$ cat config.mk
export PLATFORM = sky130hd
export DESIGN_NAME = disc_head_addr_ctrl_decode
export DESIGN_NICKNAME = d
export VERILOG_FILES = /design/src/common/disc_ctrl_pkg.sv /design/src/hw/disc_head_addr_ctrl_decode.sv
export SDC_FILE = /design/constraint.sdc
export NUM_CORES = 1
export LEC_CHECK = 0
export BUFFER_PORTS_ARGS = -buffer_cell sky130_fd_sc_hd__buf_4
export CAP_MARGIN = 10
export CORE_MARGIN = 2
export CORE_UTILIZATION = 25
export DETAILED_ROUTE_END_ITERATION = 8
export PLACE_DENSITY = 0.56
export SYNTH_ARGS = -nofsm -noshare
export SYNTH_HDL_FRONTEND = slang
export SYNTH_SLANG_ARGS = --single-unit
$ cat constraint.sdc
create_clock -name pclk -period 5.3 [get_ports pclk]
set_clock_uncertainty 0.1 [all_clocks]
set_input_delay 0 -clock pclk [delete_from_list [all_inputs] [get_ports pclk]]
set_output_delay 0 -clock pclk [all_outputs]
set_load 0.01 [all_outputs]
$ cat src/common/disc_ctrl_pkg.sv
// Package of constants, register map and carrier types for the head address and control decoder.
package disc_ctrl_pkg;

  // ==========================================================================
  // Register map (byte addresses on the APB bus).
  localparam logic [11:0] ctrl_off = 12'h000;
  localparam logic [11:0] status_off = 12'h004;
  localparam logic [11:0] fixed_addr_off = 12'h008;
  localparam logic [11:0] moving_addr_off = 12'h00c;
  localparam logic [11:0] fault_src_off = 12'h010;

  // ==========================================================================
  // Control register fields.
  localparam int ctrl_contig_bit = 0;
  localparam int ctrl_margin_a_bit = 1;
  localparam int ctrl_margin_b_bit = 2;
  localparam logic [31:0] ctrl_reset = 32'h0000_0000;

  // ==========================================================================
  // Unit addresses that allow margin mode on release.
  localparam logic [3:0] margin_unit_a = 4'hf;
  localparam logic [3:0] margin_unit_b = 4'h0;

  // ==========================================================================
  // Timing of the address mark logic.
  localparam logic [3:0] gap_preset = 4'h8;
  localparam int mark_pulse_ns = 9000;
  localparam int clk_period_ns = 10;
  localparam int mark_pulse_cycles = mark_pulse_ns / clk_period_ns;
  localparam logic [9:0] mark_pulse_count = 10'(mark_pulse_cycles);

  // ==========================================================================
  // Cable tag and bus carrier.
  typedef struct packed {
    logic tag1;
    logic tag2;
    logic tag3;
    logic [9:0] bus;
  } cable_cmd_t;

  // Per-unit status carrier.
  typedef struct packed {
    logic seek_error;
    logic on_track;
    logic wr_clock;
    logic wr_data;
  } unit_stat_t;

endpackage

$ cat src/hw/disc_head_addr_ctrl_decode.sv
// Head address latches, control function decoder, mark detector and unit fault latches.
//
// Our own choices: the placing of the registers and register access over APB.
module disc_head_addr_ctrl_decode
  import disc_ctrl_pkg::*;
(
  input wire logic pclk, // System clock, 100 MHz.
  input wire logic presetn, // Asynchronous reset, active low.
  input wire logic psel, // APB select.
  input wire logic penable, // APB enable.
  input wire logic pwrite, // APB write.
  input wire logic [11:0] paddr, // APB byte address.
  input wire logic [31:0] pwdata, // APB write data.
  output logic [31:0] prdata, // APB read data.
  output logic pready, // APB ready.
  output logic pslverr, // APB error on unmapped address.
  input wire cable_cmd_t cmd, // Tag and bus lines from the host.
  input wire logic [3:0] unit_addr, // Latched unit address.
  input wire logic moving_match, // Moving unit address comparator.
  input wire logic fixed_match, // Fixed unit address comparator.
  input wire logic cable_open, // Open cable condition.
  input wire logic service_jumper, // Maintenance jumper inserted.
  input wire logic [7:0] fixed_map, // Mapped fixed head address.
  input wire logic [1:0] map_bad, // Illegal bits from the address map.
  input wire logic drive_ready, // Drive ready from servo.
  input wire unit_stat_t moving_stat, // Moving unit status and write signals.
  input wire unit_stat_t fixed_stat, // Fixed unit status and write signals.
  input wire logic offset_allowed, // Track offset enable.
  input wire logic [7:0] moving_fault_src, // Moving unit gated fault sources.
  input wire logic [7:0] fixed_fault_src, // Fixed unit gated fault sources.
  input wire logic power_fault, // Power fault.
  input wire logic power_init, // Power-on initialize.
  input wire logic moving_cur_err, // Moving write current error.
  input wire logic fixed_cur_err, // Fixed write current error.
  input wire logic flux_pulse, // Detected flux change pulse.
  input wire logic bit_clock, // Bit clock level, sampled.
  output logic [7:0] fixed_head_addr, // Fixed head address latch.
  output logic bad_fixed_addr, // Illegal fixed head address.
  output logic [3:0] moving_head_addr, // Moving head address latch.
  output logic head_zero_hit, // Moving head zero addressed.
  output logic moving_unit_selected, // Moving unit selected.
  output logic fixed_unit_selected, // Fixed unit selected.
  output logic unit_sel_a, // Transmitter enable, moving unit.
  output logic unit_sel_b, // Transmitter enable, fixed unit.
  output logic write_request_a, // Write request one.
  output logic write_request_b, // Write request two.
  output logic write_active, // Write mode.
  output logic write_gate, // Write enable to data path.
  output logic write_mark_cmd, // Write address mark.
  output logic read_request, // Read request.
  output logic read_gate, // Read enable to data path.
  output logic offset_plus, // Servo offset plus.
  output logic offset_minus, // Servo offset minus.
  output logic track_offset, // Track offset to servo.
  output logic moving_fault_clear, // Moving fault clear.
  output logic fixed_fault_clear, // Fixed fault clear.
  output logic mark_control, // Address mark control.
  output logic mark_found_pulse, // Address mark found pulse.
  output logic moving_restore, // Moving restore.
  output logic fixed_restore, // Fixed restore.
  output logic servo_restore, // Restore command to servo.
  output logic window_early, // Data strobe early.
  output logic window_late, // Data strobe late.
  output logic release_cmd, // Release function.
  output logic margin_test, // Margin mode.
  output logic seek_error_out, // Multiplexed seek error.
  output logic unit_fault, // Multiplexed fault.
  output logic on_track_out, // Multiplexed on track.
  output logic wr_clock_out, // Multiplexed write clock.
  output logic wr_data_out, // Multiplexed write data.
  output logic unit_ok, // Unit ready.
  output logic moving_fault, // Moving fault latch.
  output logic fixed_fault // Fixed fault latch.
);

  // ==========================================================================
  // Internal state.
  logic [31:0] ctrl;
  logic tag1_q;
  logic tag2_q;
  logic fixed_strobe;
  logic moving_strobe;
  logic next_mov_sel;
  logic next_fix_sel;
  logic ena_m;
  logic ena_f;
  logic ena_any;
  logic next_wr_req;
  logic next_rd_req;
  logic next_mark;
  logic next_margin;
  logic next_wmode;
  logic next_fcl_m;
  logic next_fcl_f;
  logic next_detect;
  logic [3:0] gap_count;
  logic gap_found;
  logic bit_clock_q;
  logic flux_q;
  logic [9:0] pulse_count;
  logic bus_write;
  logic bus_read;

  // Selection decode and the per-unit control enables.
  always_comb begin
    next_mov_sel = moving_match && !cable_open && !service_jumper;
    next_fix_sel = fixed_match && !cable_open && !service_jumper;
    ena_m = cmd.tag3 && drive_ready && next_mov_sel;
    ena_f = cmd.tag3 && drive_ready && next_fix_sel;
    ena_any = ena_m || ena_f;
    next_wr_req = cmd.bus[0] && ena_any;
    next_rd_req = cmd.bus[1] && ena_any;
    next_mark = cmd.bus[5] && ena_any;
    next_margin = cmd.bus[9] && ena_any &&
                  ((unit_addr == margin_unit_a && ctrl[ctrl_margin_a_bit]) ||
                   (unit_addr == margin_unit_b && ctrl[ctrl_margin_b_bit]));
    next_fcl_m = cmd.bus[4] && ena_m;
    next_fcl_f = cmd.bus[4] && ena_f;
    next_wmode = next_wr_req && (next_margin ||
                 (unit_ok && next_mov_sel && !moving_stat.seek_error && !next_fcl_m) ||
                 (unit_ok && next_fix_sel && !fixed_stat.seek_error && !next_fcl_f));
    next_detect = next_mark && next_rd_req;
  end

  // Tag edges so that each tag assertion loads its latch once.
  always_ff @(posedge pclk or negedge presetn) begin
    if (!presetn) begin
      tag1_q <= 1'b0;
      tag2_q <= 1'b0;
    end else begin
      tag1_q <= cmd.tag1;
      tag2_q <= cmd.tag2;
    end
  end

  assign fixed_strobe = cmd.tag1 && !tag1_q && next_fix_sel;
  assign moving_strobe = cmd.tag2 && !tag2_q && next_mov_sel;

  // Head address latches and illegal fixed address flag.
  always_ff @(posedge pclk or negedge presetn) begin
    if (!presetn) begin
      fixed_head_addr <= 8'h00;
      moving_head_addr <= 4'h0;
      head_zero_hit <= 1'b1;
      bad_fixed_addr <= 1'b0;
    end else begin
      if (fixed_restore) begin
        fixed_head_addr <= 8'h00;
      end else if (fixed_strobe) begin
        fixed_head_addr <= ctrl[ctrl_contig_bit] ? fixed_map : cmd.bus[7:0];
      end
      if (moving_restore) begin
        moving_head_addr <= 4'h0;
        head_zero_hit <= 1'b1;
      end else if (moving_strobe) begin
        moving_head_addr <= cmd.bus[3:0];
        head_zero_hit <= (cmd.bus[3:0] == 4'h0);
      end
      bad_fixed_addr <= ctrl[ctrl_contig_bit] && (&map_bad) && cmd.tag1 && next_fix_sel;
    end
  end

  // Registered control function outputs.
  always_ff @(posedge pclk or negedge presetn) begin
    if (!presetn) begin
      moving_unit_selected <= 1'b0;
      fixed_unit_selected <= 1'b0;
      unit_sel_a <= 1'b0;
      unit_sel_b <= 1'b0;
      write_request_a <= 1'b0;
      write_request_b <= 1'b0;
      write_active <= 1'b0;
      write_gate <= 1'b0;
      write_mark_cmd <= 1'b0;
      read_request <= 1'b0;
      read_gate <= 1'b0;
      offset_plus <= 1'b0;
      offset_minus <= 1'b0;
      track_offset <= 1'b0;
      moving_fault_clear <= 1'b0;
      fixed_fault_clear <= 1'b0;
      mark_control <= 1'b0;
      moving_restore <= 1'b0;
      fixed_restore <= 1'b0;
      servo_restore <= 1'b0;
      window_early <= 1'b0;
      window_late <= 1'b0;
      release_cmd <= 1'b0;
      margin_test <= 1'b0;
    end else begin
      moving_unit_selected <= next_mov_sel;
      fixed_unit_selected <= next_fix_sel;
      unit_sel_a <= ena_m;
      unit_sel_b <= ena_f;
      write_request_a <= next_wr_req;
      write_request_b <= next_wr_req;
      write_active <= next_wmode;
      write_gate <= next_wmode && !next_mark;
      write_mark_cmd <= next_wmode && next_mark;
      read_request <= next_rd_req;
      read_gate <= next_rd_req && !next_detect;
      offset_plus <= cmd.bus[2] && ena_any;
      offset_minus <= cmd.bus[3] && ena_any;
      track_offset <= (cmd.bus[2] || cmd.bus[3]) && ena_any &&
                      next_mov_sel && offset_allowed;
      moving_fault_clear <= next_fcl_m;
      fixed_fault_clear <= next_fcl_f;
      mark_control <= next_mark;
      moving_restore <= cmd.bus[6] && ena_m;
      fixed_restore <= cmd.bus[6] && ena_f;
      servo_restore <= cmd.bus[6] && ena_m;
      window_early <= cmd.bus[7] && ena_any;
      window_late <= cmd.bus[8] && ena_any;
      release_cmd <= cmd.bus[9] && ena_any;
      margin_test <= next_margin;
    end
  end

  // Gap counter: preset on flux, count down on each bit clock rise, latch gap at zero.
  always_ff @(posedge pclk or negedge presetn) begin
    if (!presetn) begin
      gap_count <= gap_preset;
      gap_found <= 1'b0;
      bit_clock_q <= 1'b0;
      flux_q <= 1'b0;
    end else begin
      bit_clock_q <= bit_clock;
      flux_q <= flux_pulse;
      if (!next_detect) begin
        gap_count <= gap_preset;
        gap_found <= 1'b0;
      end else if (flux_pulse && !flux_q) begin
        gap_count <= gap_preset;
        gap_found <= 1'b0;
      end else if (bit_clock && !bit_clock_q && gap_count != 4'h0) begin
        gap_count <= gap_count - 4'h1;
      end else if (gap_count == 4'h0) begin
        gap_found <= 1'b1;
      end
    end
  end

  // Mark found one-shot fired by the first flux edge after a gap.
  always_ff @(posedge pclk or negedge presetn) begin
    if (!presetn) begin
      pulse_count <= 10'h000;
      mark_found_pulse <= 1'b0;
    end else begin
      if (gap_found && next_detect && flux_pulse && !flux_q) begin
        pulse_count <= mark_pulse_count;
        mark_found_pulse <= 1'b1;
      end else if (pulse_count > 10'h001) begin
        pulse_count <= pulse_count - 10'h001;
      end else begin
        pulse_count <= 10'h000;
        mark_found_pulse <= 1'b0;
      end
    end
  end

  // Per-unit fault latches; a set wins over a clear in the same cycle.
  always_ff @(posedge pclk or negedge presetn) begin
    if (!presetn) begin
      moving_fault <= 1'b0;
      fixed_fault <= 1'b0;
    end else begin
      if (power_fault || moving_cur_err || (next_mov_sel && |moving_fault_src)) begin
        moving_fault <= 1'b1;
      end else if (power_init || next_fcl_m) begin
        moving_fault <= 1'b0;
      end
      if (power_fault || fixed_cur_err || (next_fix_sel && |fixed_fault_src)) begin
        fixed_fault <= 1'b1;
      end else if (power_init || next_fcl_f) begin
        fixed_fault <= 1'b0;
      end
    end
  end

  // Status and write path multiplexing by the selected unit.
  always_ff @(posedge pclk or negedge presetn) begin
    if (!presetn) begin
      seek_error_out <= 1'b0;
      unit_fault <= 1'b0;
      on_track_out <= 1'b0;
      wr_clock_out <= 1'b0;
      wr_data_out <= 1'b0;
      unit_ok <= 1'b0;
    end else begin
      seek_error_out <= next_fix_sel ? fixed_stat.seek_error : moving_stat.seek_error;
      unit_fault <= next_fix_sel ? fixed_fault : moving_fault;
      on_track_out <= next_fix_sel ? fixed_stat.on_track : moving_stat.on_track;
      wr_clock_out <= next_fix_sel ? fixed_stat.wr_clock : moving_stat.wr_clock;
      wr_data_out <= next_fix_sel ? fixed_stat.wr_data : moving_stat.wr_data;
      unit_ok <= drive_ready && !(next_fix_sel ? fixed_fault : moving_fault);
    end
  end

  // ==========================================================================
  // APB slave: zero wait states, error on unmapped address.
  assign bus_write = psel && penable && pwrite;
  assign bus_read = psel && !penable && !pwrite;

  // Control register writes.
  always_ff @(posedge pclk or negedge presetn) begin
    if (!presetn) begin
      ctrl <= ctrl_reset;
    end else if (bus_write && paddr == ctrl_off) begin
      ctrl <= {29'h0000_0000, pwdata[2:0]};
    end
  end

  // Read data is prepared in the setup cycle and held through the access.
  always_ff @(posedge pclk or negedge presetn) begin
    if (!presetn) begin
      prdata <= 32'h0000_0000;
      pready <= 1'b0;
      pslverr <= 1'b0;
    end else begin
      pready <= psel && !penable;
      pslverr <= psel && !penable && !(paddr == ctrl_off || paddr == status_off ||
                 paddr == fixed_addr_off || paddr == moving_addr_off ||
                 paddr == fault_src_off);
      if (bus_read) begin
        unique case (paddr)
          ctrl_off: prdata <= ctrl;
          status_off: prdata <= {22'h00_0000, margin_test, write_active, unit_ok,
                                 fixed_fault, moving_fault, bad_fixed_addr, head_zero_hit,
                                 fixed_unit_selected, moving_unit_selected, gap_found};
          fixed_addr_off: prdata <= {24'h00_0000, fixed_head_addr};
          moving_addr_off: prdata <= {28'h000_0000, moving_head_addr};
          fault_src_off: prdata <= {16'h0000, fixed_fault_src, moving_fault_src};
          default: prdata <= 32'h0000_0000;
        endcase
      end
    end
  end

endmodule

==> impl_metrics.tcl <==
set metrics [dict create \
    grt_util_met1_pct 16.7 \
    yosysSeqAreaShare_pct 54.2 \
    post_cts_setup_buffer_count 0 \
    final_ws_setup_ns 2.97 \
    cp_slowest_stage_delay_ns 0.87 \
    chipHeight_microns 129 \
    areaGrowthSynthToFinish_pct 56.0 \
    synth-edff-count 0 \
    synth_largest_type_area_fraction_pct 52.8 \
    die_width_microns 129 \
    synthCells 366 \
    failing_checks "negative hold slack" \
    ctsHtreeMaxLevel 3 \
    finish.net_count 685 \
    yosysTopAreaCell "sky130_fd_sc_hd__dfrtp_1" \
    final.fill_count 1503 \
    classification_of_the_worst_setup_path "in -> reg" \
    ir_drop_mv 0.136 \
    timing.final.crit_share_pct 44.0 \
    placedInstanceArea_sq_mm 0.00517 \
    routed_wire_length_per_instance_microns 15.9 \
    initial_core_utilization_pct 25.7 \
    post_synth_num_cell_types 50 \
    fmaxAchievable_mhz 429 \
    hold_path_class "in -> reg" \
    half_perimeter_wire_length_after_placement_mm 9.13 \
    clock_sinks 85 \
    worst_setup_path_end_kind "register" \
    placeableCoreArea_sq_mm 0.0153 \
    final_layout_size_suffix_gt1_share_pct 32.7 \
    routabilityCongestion 0.771 \
    power.static_leakage_nw 2.90 \
    cp_data_arrival_time_ns 2.48 \
    summed_negative_setup_slack_over_all_endpoints_ns 0 \
    post-route-min-period_ns 2.33 \
    worst_pin_slew_ns 1.14 \
    wl_mm 12.5 \
    final_max_slew_viol_count 0 \
    cp_max_fo 13 \
    grt_pass1_vias 3557 \
    global_route.usage.total_pct 14.9 \
    postCtsResizedCells 0 \
    syn_area_sq_mm 0.00393 \
    buffer_ports.inserted 147 \
    ys_seq_elements 85 \
    rows 45 \
    clockRootBuffer "sky130_fd_sc_hd__clkbuf_16" \
    grt_start_max_net_pins 86 \
    whs_ns -0.00836 \
    synth_top_flop_cell "sky130_fd_sc_hd__dfrtp_1" \
    layout.cells.most_common "sky130_fd_sc_hd__buf_4" \
    timing_hold_violations_final 1 \
    globalRouteOverflowTotal 0 \
    final_cells 786 \
    route.detailed.vias_per_inst 4.46 \
    worst_setup_hold_path_clk_slew_ns 0.06 \
    sort_of_element_at_the_start_of_the_critical_path "input pin" \
    timing.max_slew.rel_slack_pct 23.0 \
    tritoncts "done" \
    antenna_found_initial 0 \
    clkLatencyLatePin_ns 0.34 \
    final-setup-viol-count 0 \
    cts-buffers-inserted 9 \
    use_met2_pct 25.8 \
    global_route.usage.met3_pct 4.91 \
    design.die.area_sq_mm 0.0167 \
    post-route-cell-area_sq_mm 0.00613 \
    detailedPlace.worstSlack_ns 3.01 \
    drtIter0Drc 134 \
    top_level_ports 193 \
    maxCapViolations 0 \
    drtPass1Iterations 4 \
    avgSynthCellArea_sq_um 10.7 \
    layout.cells.most_common_list "sky130_fd_sc_hd__buf_4 (147), sky130_fd_sc_hd__dfrtp_1 (83), sky130_fd_sc_hd__dlygate4sd3_1 (63)" \
    clock_path_buffers 2 \
    drc 0 \
    power.density_cell_area_mw_per_mm2 272 \
    place.detailed.instances 707 \
    synthesis.yosys.warnings 0 \
    grt_first_pass_wirelength_mm 19.0 \
    ant_nets 0 \
    grt_setup_unrepaired "no" \
    route.vias.total 3505 \
    cp_data_required_time_ns 5.45 \
    grt.busiest_layer "met2" \
    timing.critical_path.cells "dlygate4sd3_1, buf_4, or3b_2, nor4_2, a22oi_1, o21ai_0" \
    outcome "complete, but fails checks" \
    num_antenna_cells 0 \
    cp_slowest_cell "sky130_fd_sc_hd__nor4_2" \
    async_flop_share_pct 100 \
    synth_top_cells_by_area "sky130_fd_sc_hd__dfrtp_1 (53%), sky130_fd_sc_hd__mux2i_1 (4.6%), sky130_fd_sc_hd__buf_4 (3.4%)" \
]
## power by group
group / internal (W) / total [W] / switching (W)
Combinational: 0.000142 / 0.000258 / 0.000116
Sequential: 0.000684 / 0.000715 / 0.0000305
Clock: 0.000429 / 0.000695 / 0.000266
## cells in the mapped netlist, types with 4 or more instances
cell type,count
sky130_fd_sc_hd__mux2i_1,18
sky130_fd_sc_hd__a211oi_1,9
sky130_fd_sc_hd__nand3_1,7
sky130_fd_sc_hd__xor2_1,5
sky130_fd_sc_hd__and3_1,7
sky130_fd_sc_hd__nor3_1,10
sky130_fd_sc_hd__mux2_2,9
sky130_fd_sc_hd__dfrtp_1,83
sky130_fd_sc_hd__a21oi_1,4
sky130_fd_sc_hd__buf_4,18
sky130_fd_sc_hd__nand2_1,33
sky130_fd_sc_hd__a22o_1,6
sky130_fd_sc_hd__or3b_2,5
sky130_fd_sc_hd__nor4_1,7
sky130_fd_sc_hd__inv_1,13
sky130_fd_sc_hd__nor2b_1,7
sky130_fd_sc_hd__a22oi_1,6
sky130_fd_sc_hd__nor3b_1,4
sky130_fd_sc_hd__clkbuf_1,9
sky130_fd_sc_hd__o21ai_0,23
sky130_fd_sc_hd__nor2_1,31
## kinds of logic after synthesis
logic type | share of synthesized area, %
adders and majority gates | 0.955
DFF | 54.2
xor gates and xnor gates | 1.78
muxes | 7.73
buffers and inverters | 6.11
other | 0.0954
and+or+nand+nor | 19.7
AOI/OAI and AO/OA | 9.51
## flip-flops by register name, summed over array words and instances, names as in the netlist, 3 cells and up
signal and count:
ctrl 3, moving_head_addr 4, pulse_count 10, gap_count 4, prdata 16, fixed_head_addr 8
## routing by layer
layer | wire [microns] | up-vias | part of all wire, %
met3 | 980 | 26 | 7.8
met5 | 0 | - | 0
met1 | 4930 | 1686 | 39
met4 | 423 | 0 | 3.4
li1 | - | 1662 | -
met2 | 6160 | 131 | 49
## worst max-delay path: cells and delay by family
family,cells,cell delay [ns]
simple gates,2,1.34
compound gates,2,0.41
buf+inv,2,0.74
## per-stage QoR
stage | utilization, % | total power, W
global route | 40.0 | 0.00175
detailed placement | 33.8 | 0.000950
finish | 40.0 | 0.00167
CTS | 40.0 | 0.00169
global placement | 33.8 | 0.000945
floorplan | - | 0.000815
## timing repair
action                     4_1_cts  5_1_grt
setup endpoints to repair        0        0
hold buffers                    63        0
hold endpoints to repair       154        0
## layout make-up
class / count / area, sq um / share of cell area [%]
inverters: 13 / 48.8 / 0.796
well taps: 211 / 264 / 4.30
multi-input cells: 251 / 1620 / 26.5
clock inverters: 6 / 93.8 / 1.53
clock buffers: 10 / 239 / 3.90
flip-flops and latches: 85 / 2130 / 34.7
repair buffers: 210 / 1730 / 28.3
## worst paths after layout
check                                from                  to  slack [ns]  cells after the start
max                              paddr[2]           prdata[6]        2.97                      6
min                          fixed_map[4]  fixed_head_addr[4]      -0.008                      3
min in group asynchronous         presetn              pready        0.31                      2
max in group asynchronous         presetn      pulse_count[6]        4.08                      2
min reg2reg                    prdata[14]          prdata[14]        0.38                      2
max reg2reg                pulse_count[4]      pulse_count[9]        3.36                      4
No activity file was read; power rests on OpenSTA's default activity.
